`src/rtl/cmic_pkg.sv`:
```
// Constants for the comparator mode and edge interrupt control block.
// Assumes an 8-bit special-function-register bus in the system clock domain.
`default_nettype none
package cmic_pkg;
   // Register address on the SFR bus
   localparam logic [7:0] MODE_SEL_ADDR = 8'h9D;
   // Reset value of the mode register
   localparam logic [7:0] MODE_SEL_RESET = 8'h02;
   // Field positions
   localparam int RSV_BIT = 7;
   localparam int UNUSED_HI_BIT = 6;
   localparam int RISE_IE_BIT = 5;
   localparam int FALL_IE_BIT = 4;
   localparam int UNUSED_MSB = 3;
   localparam int UNUSED_LSB = 2;
   localparam int RESP_MSB = 1;
   localparam int RESP_LSB = 0;
   // Reset values of the individual fields
   localparam logic RISE_IE_RESET = MODE_SEL_RESET[RISE_IE_BIT];
   localparam logic FALL_IE_RESET = MODE_SEL_RESET[FALL_IE_BIT];
   localparam logic [1:0] RESP_RESET = MODE_SEL_RESET[RESP_MSB:RESP_LSB];
   // Response time codes
   localparam logic [1:0] RESP_FASTEST = 2'h0;
   localparam logic [1:0] RESP_MID_FAST = 2'h1;
   localparam logic [1:0] RESP_MID_LOW = 2'h2;
   localparam logic [1:0] RESP_LOW_POWER = 2'h3;
   // Value returned for unmapped reads and idle bus
   localparam logic [7:0] RDATA_IDLE = 8'h00;
endpackage
`default_nettype wire

```
`src/rtl/cmic_edge_if.sv`:
```
// Carrier between the control top and its edge flag unit.
// Assumes both ends run on the same system clock.
`default_nettype none
interface cmic_edge_if;
   logic cmp_out;
   logic rise_clr;
   logic fall_clr;
   logic rise_flag;
   logic fall_flag;
   // Flag unit side
   modport flag_unit (
      input cmp_out,
      input rise_clr,
      input fall_clr,
      output rise_flag,
      output fall_flag
   );
   // Control side
   modport ctrl (
      output cmp_out,
      output rise_clr,
      output fall_clr,
      input rise_flag,
      input fall_flag
   );
endinterface
`default_nettype wire

```
`src/rtl/cmic_edge_flags.sv`:
```
// Edge detector and sticky rising/falling flags for the comparator output.
// Assumes the comparator output is already synchronous to clk_sys.
`default_nettype none
module cmic_edge_flags (
   input wire logic clk_sys,
   input wire logic nrst,
   cmic_edge_if.flag_unit ifc
);
   logic cmp_prev;
   logic primed;
   logic next_cmp_prev;
   logic next_primed;
   logic next_rise;
   logic next_fall;
   logic rise_edge;
   logic fall_edge;

   ////////////////////////////////////////////////////////////////////////
   // Edge detection and flag update
   always_comb begin
      next_cmp_prev = ifc.cmp_out;
      // First sample after reset only primes, no false edge from reset value
      next_primed = 1'b1;
      rise_edge = primed & ~cmp_prev & ifc.cmp_out;
      fall_edge = primed & cmp_prev & ~ifc.cmp_out;
      // Set beats clear so an edge in the clear cycle is kept
      next_rise = rise_edge | (ifc.rise_flag & ~ifc.rise_clr);
      next_fall = fall_edge | (ifc.fall_flag & ~ifc.fall_clr);
   end

   // State registers
   always_ff @(posedge clk_sys or negedge nrst) begin
      if (!nrst) begin
         cmp_prev <= 1'b0;
         primed <= 1'b0;
         ifc.rise_flag <= 1'b0;
         ifc.fall_flag <= 1'b0;
      end else begin
         cmp_prev <= next_cmp_prev;
         primed <= next_primed;
         ifc.rise_flag <= next_rise;
         ifc.fall_flag <= next_fall;
      end
   end

   ////////////////////////////////////////////////////////////////////////
   // Assertions
   property p_rise_set;
      @(posedge clk_sys) disable iff (!nrst)
      rise_edge |=> ifc.rise_flag;
   endproperty
   a_rise_set: assert property (p_rise_set) else $error("Rising edge did not set flag");

   property p_fall_sticky;
      @(posedge clk_sys) disable iff (!nrst)
      ifc.fall_flag && !ifc.fall_clr |=> ifc.fall_flag;
   endproperty
   a_fall_sticky: assert property (p_fall_sticky) else $error("Fall flag lost");

   property p_indep;
      @(posedge clk_sys) disable iff (!nrst)
      rise_edge && !ifc.fall_flag |=> !ifc.fall_flag;
   endproperty
   a_indep: assert property (p_indep) else $error("Rising edge set fall flag");

   c_rise: cover property (@(posedge clk_sys) disable iff (!nrst) rise_edge ##1 ifc.rise_flag);
   c_clr_race: cover property (@(posedge clk_sys) disable iff (!nrst) fall_edge && ifc.fall_clr);
endmodule
`default_nettype wire

```
`src/rtl/cmic_top.sv`:
```
// Comparator mode register with edge interrupt gating, on the SFR bus.
// Assumes one-cycle SFR read/write strobes; flag clears come from the
// comparator control register owned elsewhere.
`default_nettype none
// Summary of operation
// - Bit 7 reserved: reads 0, write 0
// - Bit 6 reads 0, writes ignored
// - Bits 3:2 read 0, writes discarded
// - Bit 5 enables rising-edge interrupt
// - Bit 4 enables falling-edge interrupt
// - Interrupt needs local and controller enables
// - Bits 1:0 select response time mode
// - Edge flags set on edge, sticky
// - Rising and falling handled independently
module cmic_top (
   input wire logic clk_sys,
   input wire logic nrst,
   input wire logic [7:0] sfr_addr,
   input wire logic sfr_wr,
   input wire logic sfr_rd,
   input wire logic [7:0] sfr_wdata,
   output logic [7:0] sfr_rdata,
   input wire logic cmp_out,
   input wire logic rise_flag_clr,
   input wire logic fall_flag_clr,
   input wire logic comparator_source_gate,
   output logic rise_edge_flag,
   output logic fall_edge_flag,
   output logic [1:0] response_time_sel,
   output logic cmp_irq_req
);
   cmic_edge_if ifc ();
   logic rise_irq_enable;
   logic fall_irq_enable;
   logic next_rise_ie;
   logic next_fall_ie;
   logic [1:0] next_resp;
   logic [7:0] next_rdata;
   logic next_irq;
   logic local_req;
   logic hit;
   logic [7:0] mode_view;

   ////////////////////////////////////////////////////////////////////////
   // Edge flag unit
   assign ifc.cmp_out = cmp_out;
   assign ifc.rise_clr = rise_flag_clr;
   assign ifc.fall_clr = fall_flag_clr;

   cmic_edge_flags u_flags (
      .clk_sys(clk_sys),
      .nrst(nrst),
      .ifc(ifc.flag_unit)
   );

   // Flags leave the block straight from the unit's flops
   assign rise_edge_flag = ifc.rise_flag;
   assign fall_edge_flag = ifc.fall_flag;

   ////////////////////////////////////////////////////////////////////////
   // Register file next state
   always_comb begin
      hit = (sfr_addr == cmic_pkg::MODE_SEL_ADDR);
      mode_view = 8'h00; // Bits 7, 6, 3, 2 stay zero
      mode_view[cmic_pkg::RISE_IE_BIT] = rise_irq_enable;
      mode_view[cmic_pkg::FALL_IE_BIT] = fall_irq_enable;
      mode_view[cmic_pkg::RESP_MSB:cmic_pkg::RESP_LSB] = response_time_sel;
      next_rise_ie = rise_irq_enable;
      next_fall_ie = fall_irq_enable;
      next_resp = response_time_sel;
      // Only live fields are stored; reserved and unused bits are dropped
      if (sfr_wr && hit) begin
         next_rise_ie = sfr_wdata[cmic_pkg::RISE_IE_BIT];
         next_fall_ie = sfr_wdata[cmic_pkg::FALL_IE_BIT];
         next_resp = sfr_wdata[cmic_pkg::RESP_MSB:cmic_pkg::RESP_LSB];
      end
      // Read data one cycle after the strobe; unmapped reads give zero
      next_rdata = (sfr_rd && hit) ? mode_view : cmic_pkg::RDATA_IDLE;
   end

   // Interrupt request: flags gated by local then controller enables
   always_comb begin
      local_req = (ifc.rise_flag & rise_irq_enable) | (ifc.fall_flag & fall_irq_enable);
      next_irq = local_req & comparator_source_gate;
   end

   // Registers
   always_ff @(posedge clk_sys or negedge nrst) begin
      if (!nrst) begin
         rise_irq_enable <= cmic_pkg::RISE_IE_RESET;
         fall_irq_enable <= cmic_pkg::FALL_IE_RESET;
         response_time_sel <= cmic_pkg::RESP_RESET;
         sfr_rdata <= cmic_pkg::RDATA_IDLE;
         cmp_irq_req <= 1'b0;
      end else begin
         rise_irq_enable <= next_rise_ie;
         fall_irq_enable <= next_fall_ie;
         response_time_sel <= next_resp;
         sfr_rdata <= next_rdata;
         cmp_irq_req <= next_irq;
      end
   end

   ////////////////////////////////////////////////////////////////////////
   // Assertions
   property p_rsv_zero;
      @(posedge clk_sys) disable iff (!nrst)
      sfr_rd && hit |=> sfr_rdata[cmic_pkg::RSV_BIT] == 1'b0;
   endproperty
   a_rsv_zero: assert property (p_rsv_zero) else $error("Reserved bit read non-zero");

   property p_bit6_zero;
      @(posedge clk_sys) disable iff (!nrst)
      sfr_wr && hit && sfr_wdata[cmic_pkg::UNUSED_HI_BIT] ##1 sfr_rd && hit
         |=> sfr_rdata[cmic_pkg::UNUSED_HI_BIT] == 1'b0;
   endproperty
   a_bit6_zero: assert property (p_bit6_zero) else $error("Bit 6 kept a write");

   property p_unused_zero;
      @(posedge clk_sys) disable iff (!nrst)
      sfr_rdata[cmic_pkg::UNUSED_MSB:cmic_pkg::UNUSED_LSB] == 2'h0;
   endproperty
   a_unused_zero: assert property (p_unused_zero) else $error("Bits 3:2 read non-zero");

   property p_rise_ie;
      @(posedge clk_sys) disable iff (!nrst)
      sfr_wr && hit |=> rise_irq_enable == $past(sfr_wdata[cmic_pkg::RISE_IE_BIT]);
   endproperty
   a_rise_ie: assert property (p_rise_ie) else $error("Rise enable not written");

   property p_fall_block;
      @(posedge clk_sys) disable iff (!nrst)
      !fall_irq_enable && !rise_irq_enable |=> !cmp_irq_req;
   endproperty
   a_fall_block: assert property (p_fall_block) else $error("Request with enables off");

   property p_gate;
      @(posedge clk_sys) disable iff (!nrst)
      !comparator_source_gate |=> !cmp_irq_req;
   endproperty
   a_gate: assert property (p_gate) else $error("Request without controller enable");

   property p_resp;
      @(posedge clk_sys) disable iff (!nrst)
      sfr_wr && hit ##1 sfr_rd && hit
         |=> sfr_rdata[cmic_pkg::RESP_MSB:cmic_pkg::RESP_LSB]
             == $past(sfr_wdata[cmic_pkg::RESP_MSB:cmic_pkg::RESP_LSB], 2);
   endproperty
   a_resp: assert property (p_resp) else $error("Response select readback wrong");

   property p_irq;
      @(posedge clk_sys) disable iff (!nrst)
      local_req && comparator_source_gate |=> cmp_irq_req;
   endproperty
   a_irq: assert property (p_irq) else $error("Request missing");

   // Fall enable and response field land one cycle after a hit write
   property p_fall_ie;
      @(posedge clk_sys) disable iff (!nrst)
      sfr_wr && hit |=> fall_irq_enable == $past(sfr_wdata[cmic_pkg::FALL_IE_BIT]);
   endproperty
   a_fall_ie: assert property (p_fall_ie) else $error("Fall enable not written");

   property p_resp_wr;
      @(posedge clk_sys) disable iff (!nrst)
      sfr_wr && hit
         |=> response_time_sel == $past(sfr_wdata[cmic_pkg::RESP_MSB:cmic_pkg::RESP_LSB]);
   endproperty
   a_resp_wr: assert property (p_resp_wr) else $error("Response select not written");

   // Writes to other addresses must leave every field alone
   property p_hold;
      @(posedge clk_sys) disable iff (!nrst)
      !(sfr_wr && hit) |=> $stable(response_time_sel) && $stable(rise_irq_enable)
         && $stable(fall_irq_enable);
   endproperty
   a_hold: assert property (p_hold) else $error("Field changed without a hit write");

   // Bit 6 reads zero whatever was written before
   property p_bit6_read;
      @(posedge clk_sys) disable iff (!nrst)
      sfr_rd && hit |=> sfr_rdata[cmic_pkg::UNUSED_HI_BIT] == 1'b0;
   endproperty
   a_bit6_read: assert property (p_bit6_read) else $error("Bit 6 read non-zero");

   // Outside a hit read the bus shows the idle value, so misses read zero
   property p_rdata_idle;
      @(posedge clk_sys) disable iff (!nrst)
      !(sfr_rd && hit) |=> sfr_rdata == cmic_pkg::RDATA_IDLE;
   endproperty
   a_rdata_idle: assert property (p_rdata_idle) else $error("Read data not idle");

   property p_rdata_view;
      @(posedge clk_sys) disable iff (!nrst)
      sfr_rd && hit |=> sfr_rdata[cmic_pkg::RISE_IE_BIT] == $past(rise_irq_enable)
         && sfr_rdata[cmic_pkg::FALL_IE_BIT] == $past(fall_irq_enable);
   endproperty
   a_rdata_view: assert property (p_rdata_view) else $error("Enable readback wrong");

   // Each direction is blocked by its own enable alone
   property p_rise_block;
      @(posedge clk_sys) disable iff (!nrst)
      !rise_irq_enable && !(fall_irq_enable && ifc.fall_flag) |=> !cmp_irq_req;
   endproperty
   a_rise_block: assert property (p_rise_block) else $error("Rise request while off");

   property p_fall_only;
      @(posedge clk_sys) disable iff (!nrst)
      !fall_irq_enable && !(rise_irq_enable && ifc.rise_flag) |=> !cmp_irq_req;
   endproperty
   a_fall_only: assert property (p_fall_only) else $error("Fall request while off");

   // No flag, no request, whatever the enables say
   property p_no_flag;
      @(posedge clk_sys) disable iff (!nrst)
      !ifc.rise_flag && !ifc.fall_flag |=> !cmp_irq_req;
   endproperty
   a_no_flag: assert property (p_no_flag) else $error("Request without a flag");

   // A raised request always had the controller gate behind it
   property p_gate_cause;
      @(posedge clk_sys) disable iff (!nrst)
      cmp_irq_req |-> $past(comparator_source_gate);
   endproperty
   a_gate_cause: assert property (p_gate_cause) else $error("Request with gate closed");

   c_irq: cover property (@(posedge clk_sys) disable iff (!nrst) !cmp_irq_req ##1 cmp_irq_req);
   c_lowpow: cover property (@(posedge clk_sys) disable iff (!nrst)
      response_time_sel == cmic_pkg::RESP_LOW_POWER);
   c_fall_irq: cover property (@(posedge clk_sys) disable iff (!nrst)
      ifc.fall_flag && fall_irq_enable ##1 cmp_irq_req);
endmodule
`default_nettype wire

```
`config.mk`:
```
export PLATFORM = sky130hd
export DESIGN_NAME = cmic_top
export DESIGN_NICKNAME = d
export VERILOG_FILES = /design/src/rtl/cmic_pkg.sv /design/src/rtl/cmic_edge_if.sv /design/src/rtl/cmic_edge_flags.sv /design/src/rtl/cmic_top.sv
export SDC_FILE = /design/constraint.sdc
export NUM_CORES = 1
export LEC_CHECK = 0
export BUFFER_PORTS_ARGS = -buffer_cell sky130_fd_sc_hd__buf_2
export CORE_MARGIN = 2
export CORE_UTILIZATION = 30
export DETAILED_ROUTE_END_ITERATION = 6
export GPL_TIMING_DRIVEN = 0
export SETUP_SLACK_MARGIN = 0.05
export SLEW_MARGIN = 20
export SYNTH_ARGS = -nofsm -noshare
export SYNTH_HDL_FRONTEND = slang
export SYNTH_HIERARCHICAL = 1
export SYNTH_SLANG_ARGS = --single-unit
```
`constraint.sdc`:
```
create_clock -name clk_sys -period 0.9 [get_ports clk_sys]
set_clock_uncertainty 0.05 [all_clocks]
set_input_delay 0.09 -clock clk_sys [delete_from_list [all_inputs] [get_ports clk_sys]]
set_output_delay 0.09 -clock clk_sys [all_outputs]
set_load 0.01 [all_outputs]
```
==> impl_metrics.json <==
{
  "floorplan.initialDensity_pct": 31.3,
  "synth-warning-count": 6,
  "floorplan.core_area_um2": 1690,
  "design.final.nets": 109,
  "synthSimpleGateAreaFrac_pct": 15.1,
  "antenna_cells": 0,
  "postRouteWirelength_um": 1040,
  "critPathCaptureType": "output pin",
  "post_synth_xor_area_fraction_pct": 0,
  "synth_top_area_share_pct": 56.7,
  "r2r-start": "response_time_sel[0]$_DFFE_PN0P_",
  "setup.worst_path.class": "reg -> out",
  "filler_cell_count": 152,
  "final_period_minus_worst_setup_slack_ps": 1060,
  "required_ps": 760,
  "largest_net_degree_at_the_start_of_global_routing": 14,
  "crit-reg2reg-capture": "response_time_sel[0]$_DFFE_PN0P_",
  "routed-wl-met2_um": 585,
  "totalNegativeSetupSlack_ps": -276,
  "track_usage_pct": 11.2,
  "met3_wire_len_um": 47,
  "grt_first_pass_wirelength_um": 1640,
  "number_of_global_route_vias_before_repair": 381,
  "largest_register_ff_count": 4,
  "synth.largest_area_cell": "dfrtp_1",
  "synth_area_um2": 529,
  "max_cap_violations": 0,
  "first_iter_violations": 3,
  "die_h_um": 46,
  "p_per_area_nw_per_um2": 1320,
  "synth_compound_gate_area_share_pct": 6.15,
  "final_max_slew_viol_count": 0,
  "std_cell_rows": 15,
  "setup_violations": 7,
  "count_of_hold_fix_buffers_inserted_at_cts": 6,
  "synth_cells": 39,
  "grt_setup_unrepaired": "true",
  "worstPathCellList": "buf_6",
  "hold_class": "in -> reg",
  "grt_antenna_before_repair": 0,
  "cts_num_sinks": 13,
  "critical-path-max-stage-delay_ps": 550,
  "sequential_cell_area_um2": 327,
  "vias": 433,
  "h_tree_level_count": 1,
  "result_of_the_run": "complete, but fails checks",
  "root_buffer": "clkbuf_4",
  "seq_area_frac_synth_pct": 61.7,
  "hpwl_um": 721,
  "die-width_um": 46,
  "critPathSlowestCell": "dfstp_2",
  "postRouteAntennaNets": 0,
  "p_leak_nw": 0.484,
  "regMostFlops": "sfr_rdata",
  "final_layout_size_suffix_gt1_share_pct": 63.1,
  "failed_checks": "negative hold slack, negative setup slack",
  "achievable-frequency_ghz": 0.943,
  "top_regs": "sfr_rdata (4), response_time_sel (2)",
  "synth_mux_area_share_pct": 8.51,
  "wl_per_cell_um": 10.3,
  "path_delay_family": "flip-flops",
  "numPortBuffers": 28,
  "p_total_mw": 1.16,
  "synth_top_family_by_area": "simple AND/OR/NAND/NOR gates",
  "crit_cells": 1,
  "cts_tree": "yes",
  "gr-total-overflow": 0,
  "crit_path_max_fanout": 2,
  "final_critical_path_setup_slack_ps": -161,
  "setup.worst_path.end": "response_time_sel[1]",
  "design.die.area_um2": 2120,
  "report.final.hold_viol_count": 2,
  "routabilityCongestion": 0.722,
  "cts.reportedPaths.clkPinSlew_ps": 80,
  "dp_worst_setup_slack_ps": -228,
  "reg2reg_setup_slack_ps": -10,
  "ff2ff_path_depth": 2,
  "synth_fa_ha_area_share_pct": 0,
  "firstDrtPassIters": 2,
  "cts_buffer_depth": 2,
  "crit_buf_inv": 1,
  "yosys.cell_types.count": 15,
  "final_cycle_share_pct": 118,
  "met1_length_um": 397,
  "syn2layout_area_growth_pct": 65.2,
  "top_signal_layer_used": "met4",
  "ff_latch_count_synth": 13,
  "clk-insertion-delay-late_ps": 270,
  "post-route-drc-count": 0,
  "ios": 37,
  "arrival_time_at_the_worst_endpoint_ps": 920,
  "footprint_of_the_multi_input_gates_um2": 206,
  "cts_inserted_buffers": 3,
  "placed_area_um2": 702,
  "finalHoldWorstSlack_ps": -4.78,
  "timing.critical_path.from": "response_time_sel[1]$_DFFE_PN1P_",
  "synth.top_cells.by_area": "dfrtp_1, mux2_1, buf_4",
  "max-vdd-ir-drop_v": 0.000774,
  "avgViaCountPerCell": 4.29,
  "post_synth.cell_area_avg_um2": 13.6,
  "final_area_um2": 875,
  "cp-start-kind": "flop",
  "holdPathStages": 2
}
==> metal layers <==
metal,GRT usage [%],vias up
li1,-,212
met1,12.3,205
met2,18.6,14
met3,3.57,2
met4,6.86,0
met5,0,-
==> cell usage after synthesis <==
master / number
buf_4: 4
inv_1: 2
and4b_2: 1
o22ai_2: 2
and4bb_1: 1
nand3_2: 1
and3_2: 1
dfrtp_1: 12
nand2_1: 2
dfstp_2: 1
a22oi_1: 1
conb_1: 2
and2_1: 4
nor2b_1: 1
mux2_1: 4
==> cell families (layout without fill, tap and decap cells) <==
kind of cell	Yosys count	count (layout)
AOI/OAI and AO/OA	3	3
buffers and inverters	6	48
DFF	13	13
muxes	4	4
other	2	5
and+or+nand+nor	11	11
==> final cells by class <==
cell class	count	share of cell area [%]
Sequential cell	13	37.3
Timing Repair Buffer	38	29.3
Multi-Input combinational cell	23	23.6
Buffer	4	3.43
Clock buffer	4	3.00
Tap cell	17	2.43
Inverter	2	0.858
==> stage by stage <==
stage	hold slack [ps]	cells	utilization, %
final	-4.78	101	51.8
after global routing	-15.5	101	51.8
after CTS	-12.9	100	49.7
after detailed placement	-61.8	87	41.6
after global placement	-63.0	87	41.6
after floorplan	-256	42	-
==> how the worst min path moves through the flow <==
stage                       startpoint                               end  slack (ps)
after detailed placement          nrst             cmp_irq_req$_DFF_PN0_         -60
after global routing      sfr_wdata[0]  response_time_sel[0]$_DFFE_PN0P_         -20
after CTS                 sfr_wdata[0]  response_time_sel[0]$_DFFE_PN0P_         -10
after floorplan                   nrst             cmp_irq_req$_DFF_PN0_        -260
after global placement            nrst             cmp_irq_req$_DFF_PN0_         -60
final                     sfr_wdata[0]  response_time_sel[0]$_DFFE_PN0P_          -5
==> where the power goes <==
group / internal (mW) / total, mW / switching (mW) / leakage, nW
Combinational: 0.116 / 0.181 / 0.0656 / 0.298
Clock: 0.171 / 0.357 / 0.185 / 0.0150
Sequential: 0.606 / 0.620 / 0.0137 / 0.171
==> placed cells by master, fill, tap and decap left out <==
master         instances
and3_2                 1
inv_1                  1
clkbuf_1               1
nand3_4                1
conb_1                 5
buf_4                  6
dlygate4sd3_1          6
o22ai_2                2
and4b_2                1
a22oi_2                1
mux2_4                 4
dfstp_2                1
and2_1                 3
dfrtp_1               12
inv_2                  1
nand2_1                2
buf_2                 25
buf_6                  5
nor2b_1                1
clkbuf_4               3
and4bb_2               1
and2_4                 1
==> repair_timing <==
action / in CTS / in global routing
gates cloned: 0 / 0
setup buffers: 3 / 1
endpoints found under the setup margin: 12 / 17
pin swaps: 0 / 2
resized for setup: 7 / 7
endpoints found under the hold margin: 20 / 1
(Power assumes the default switching activity.)
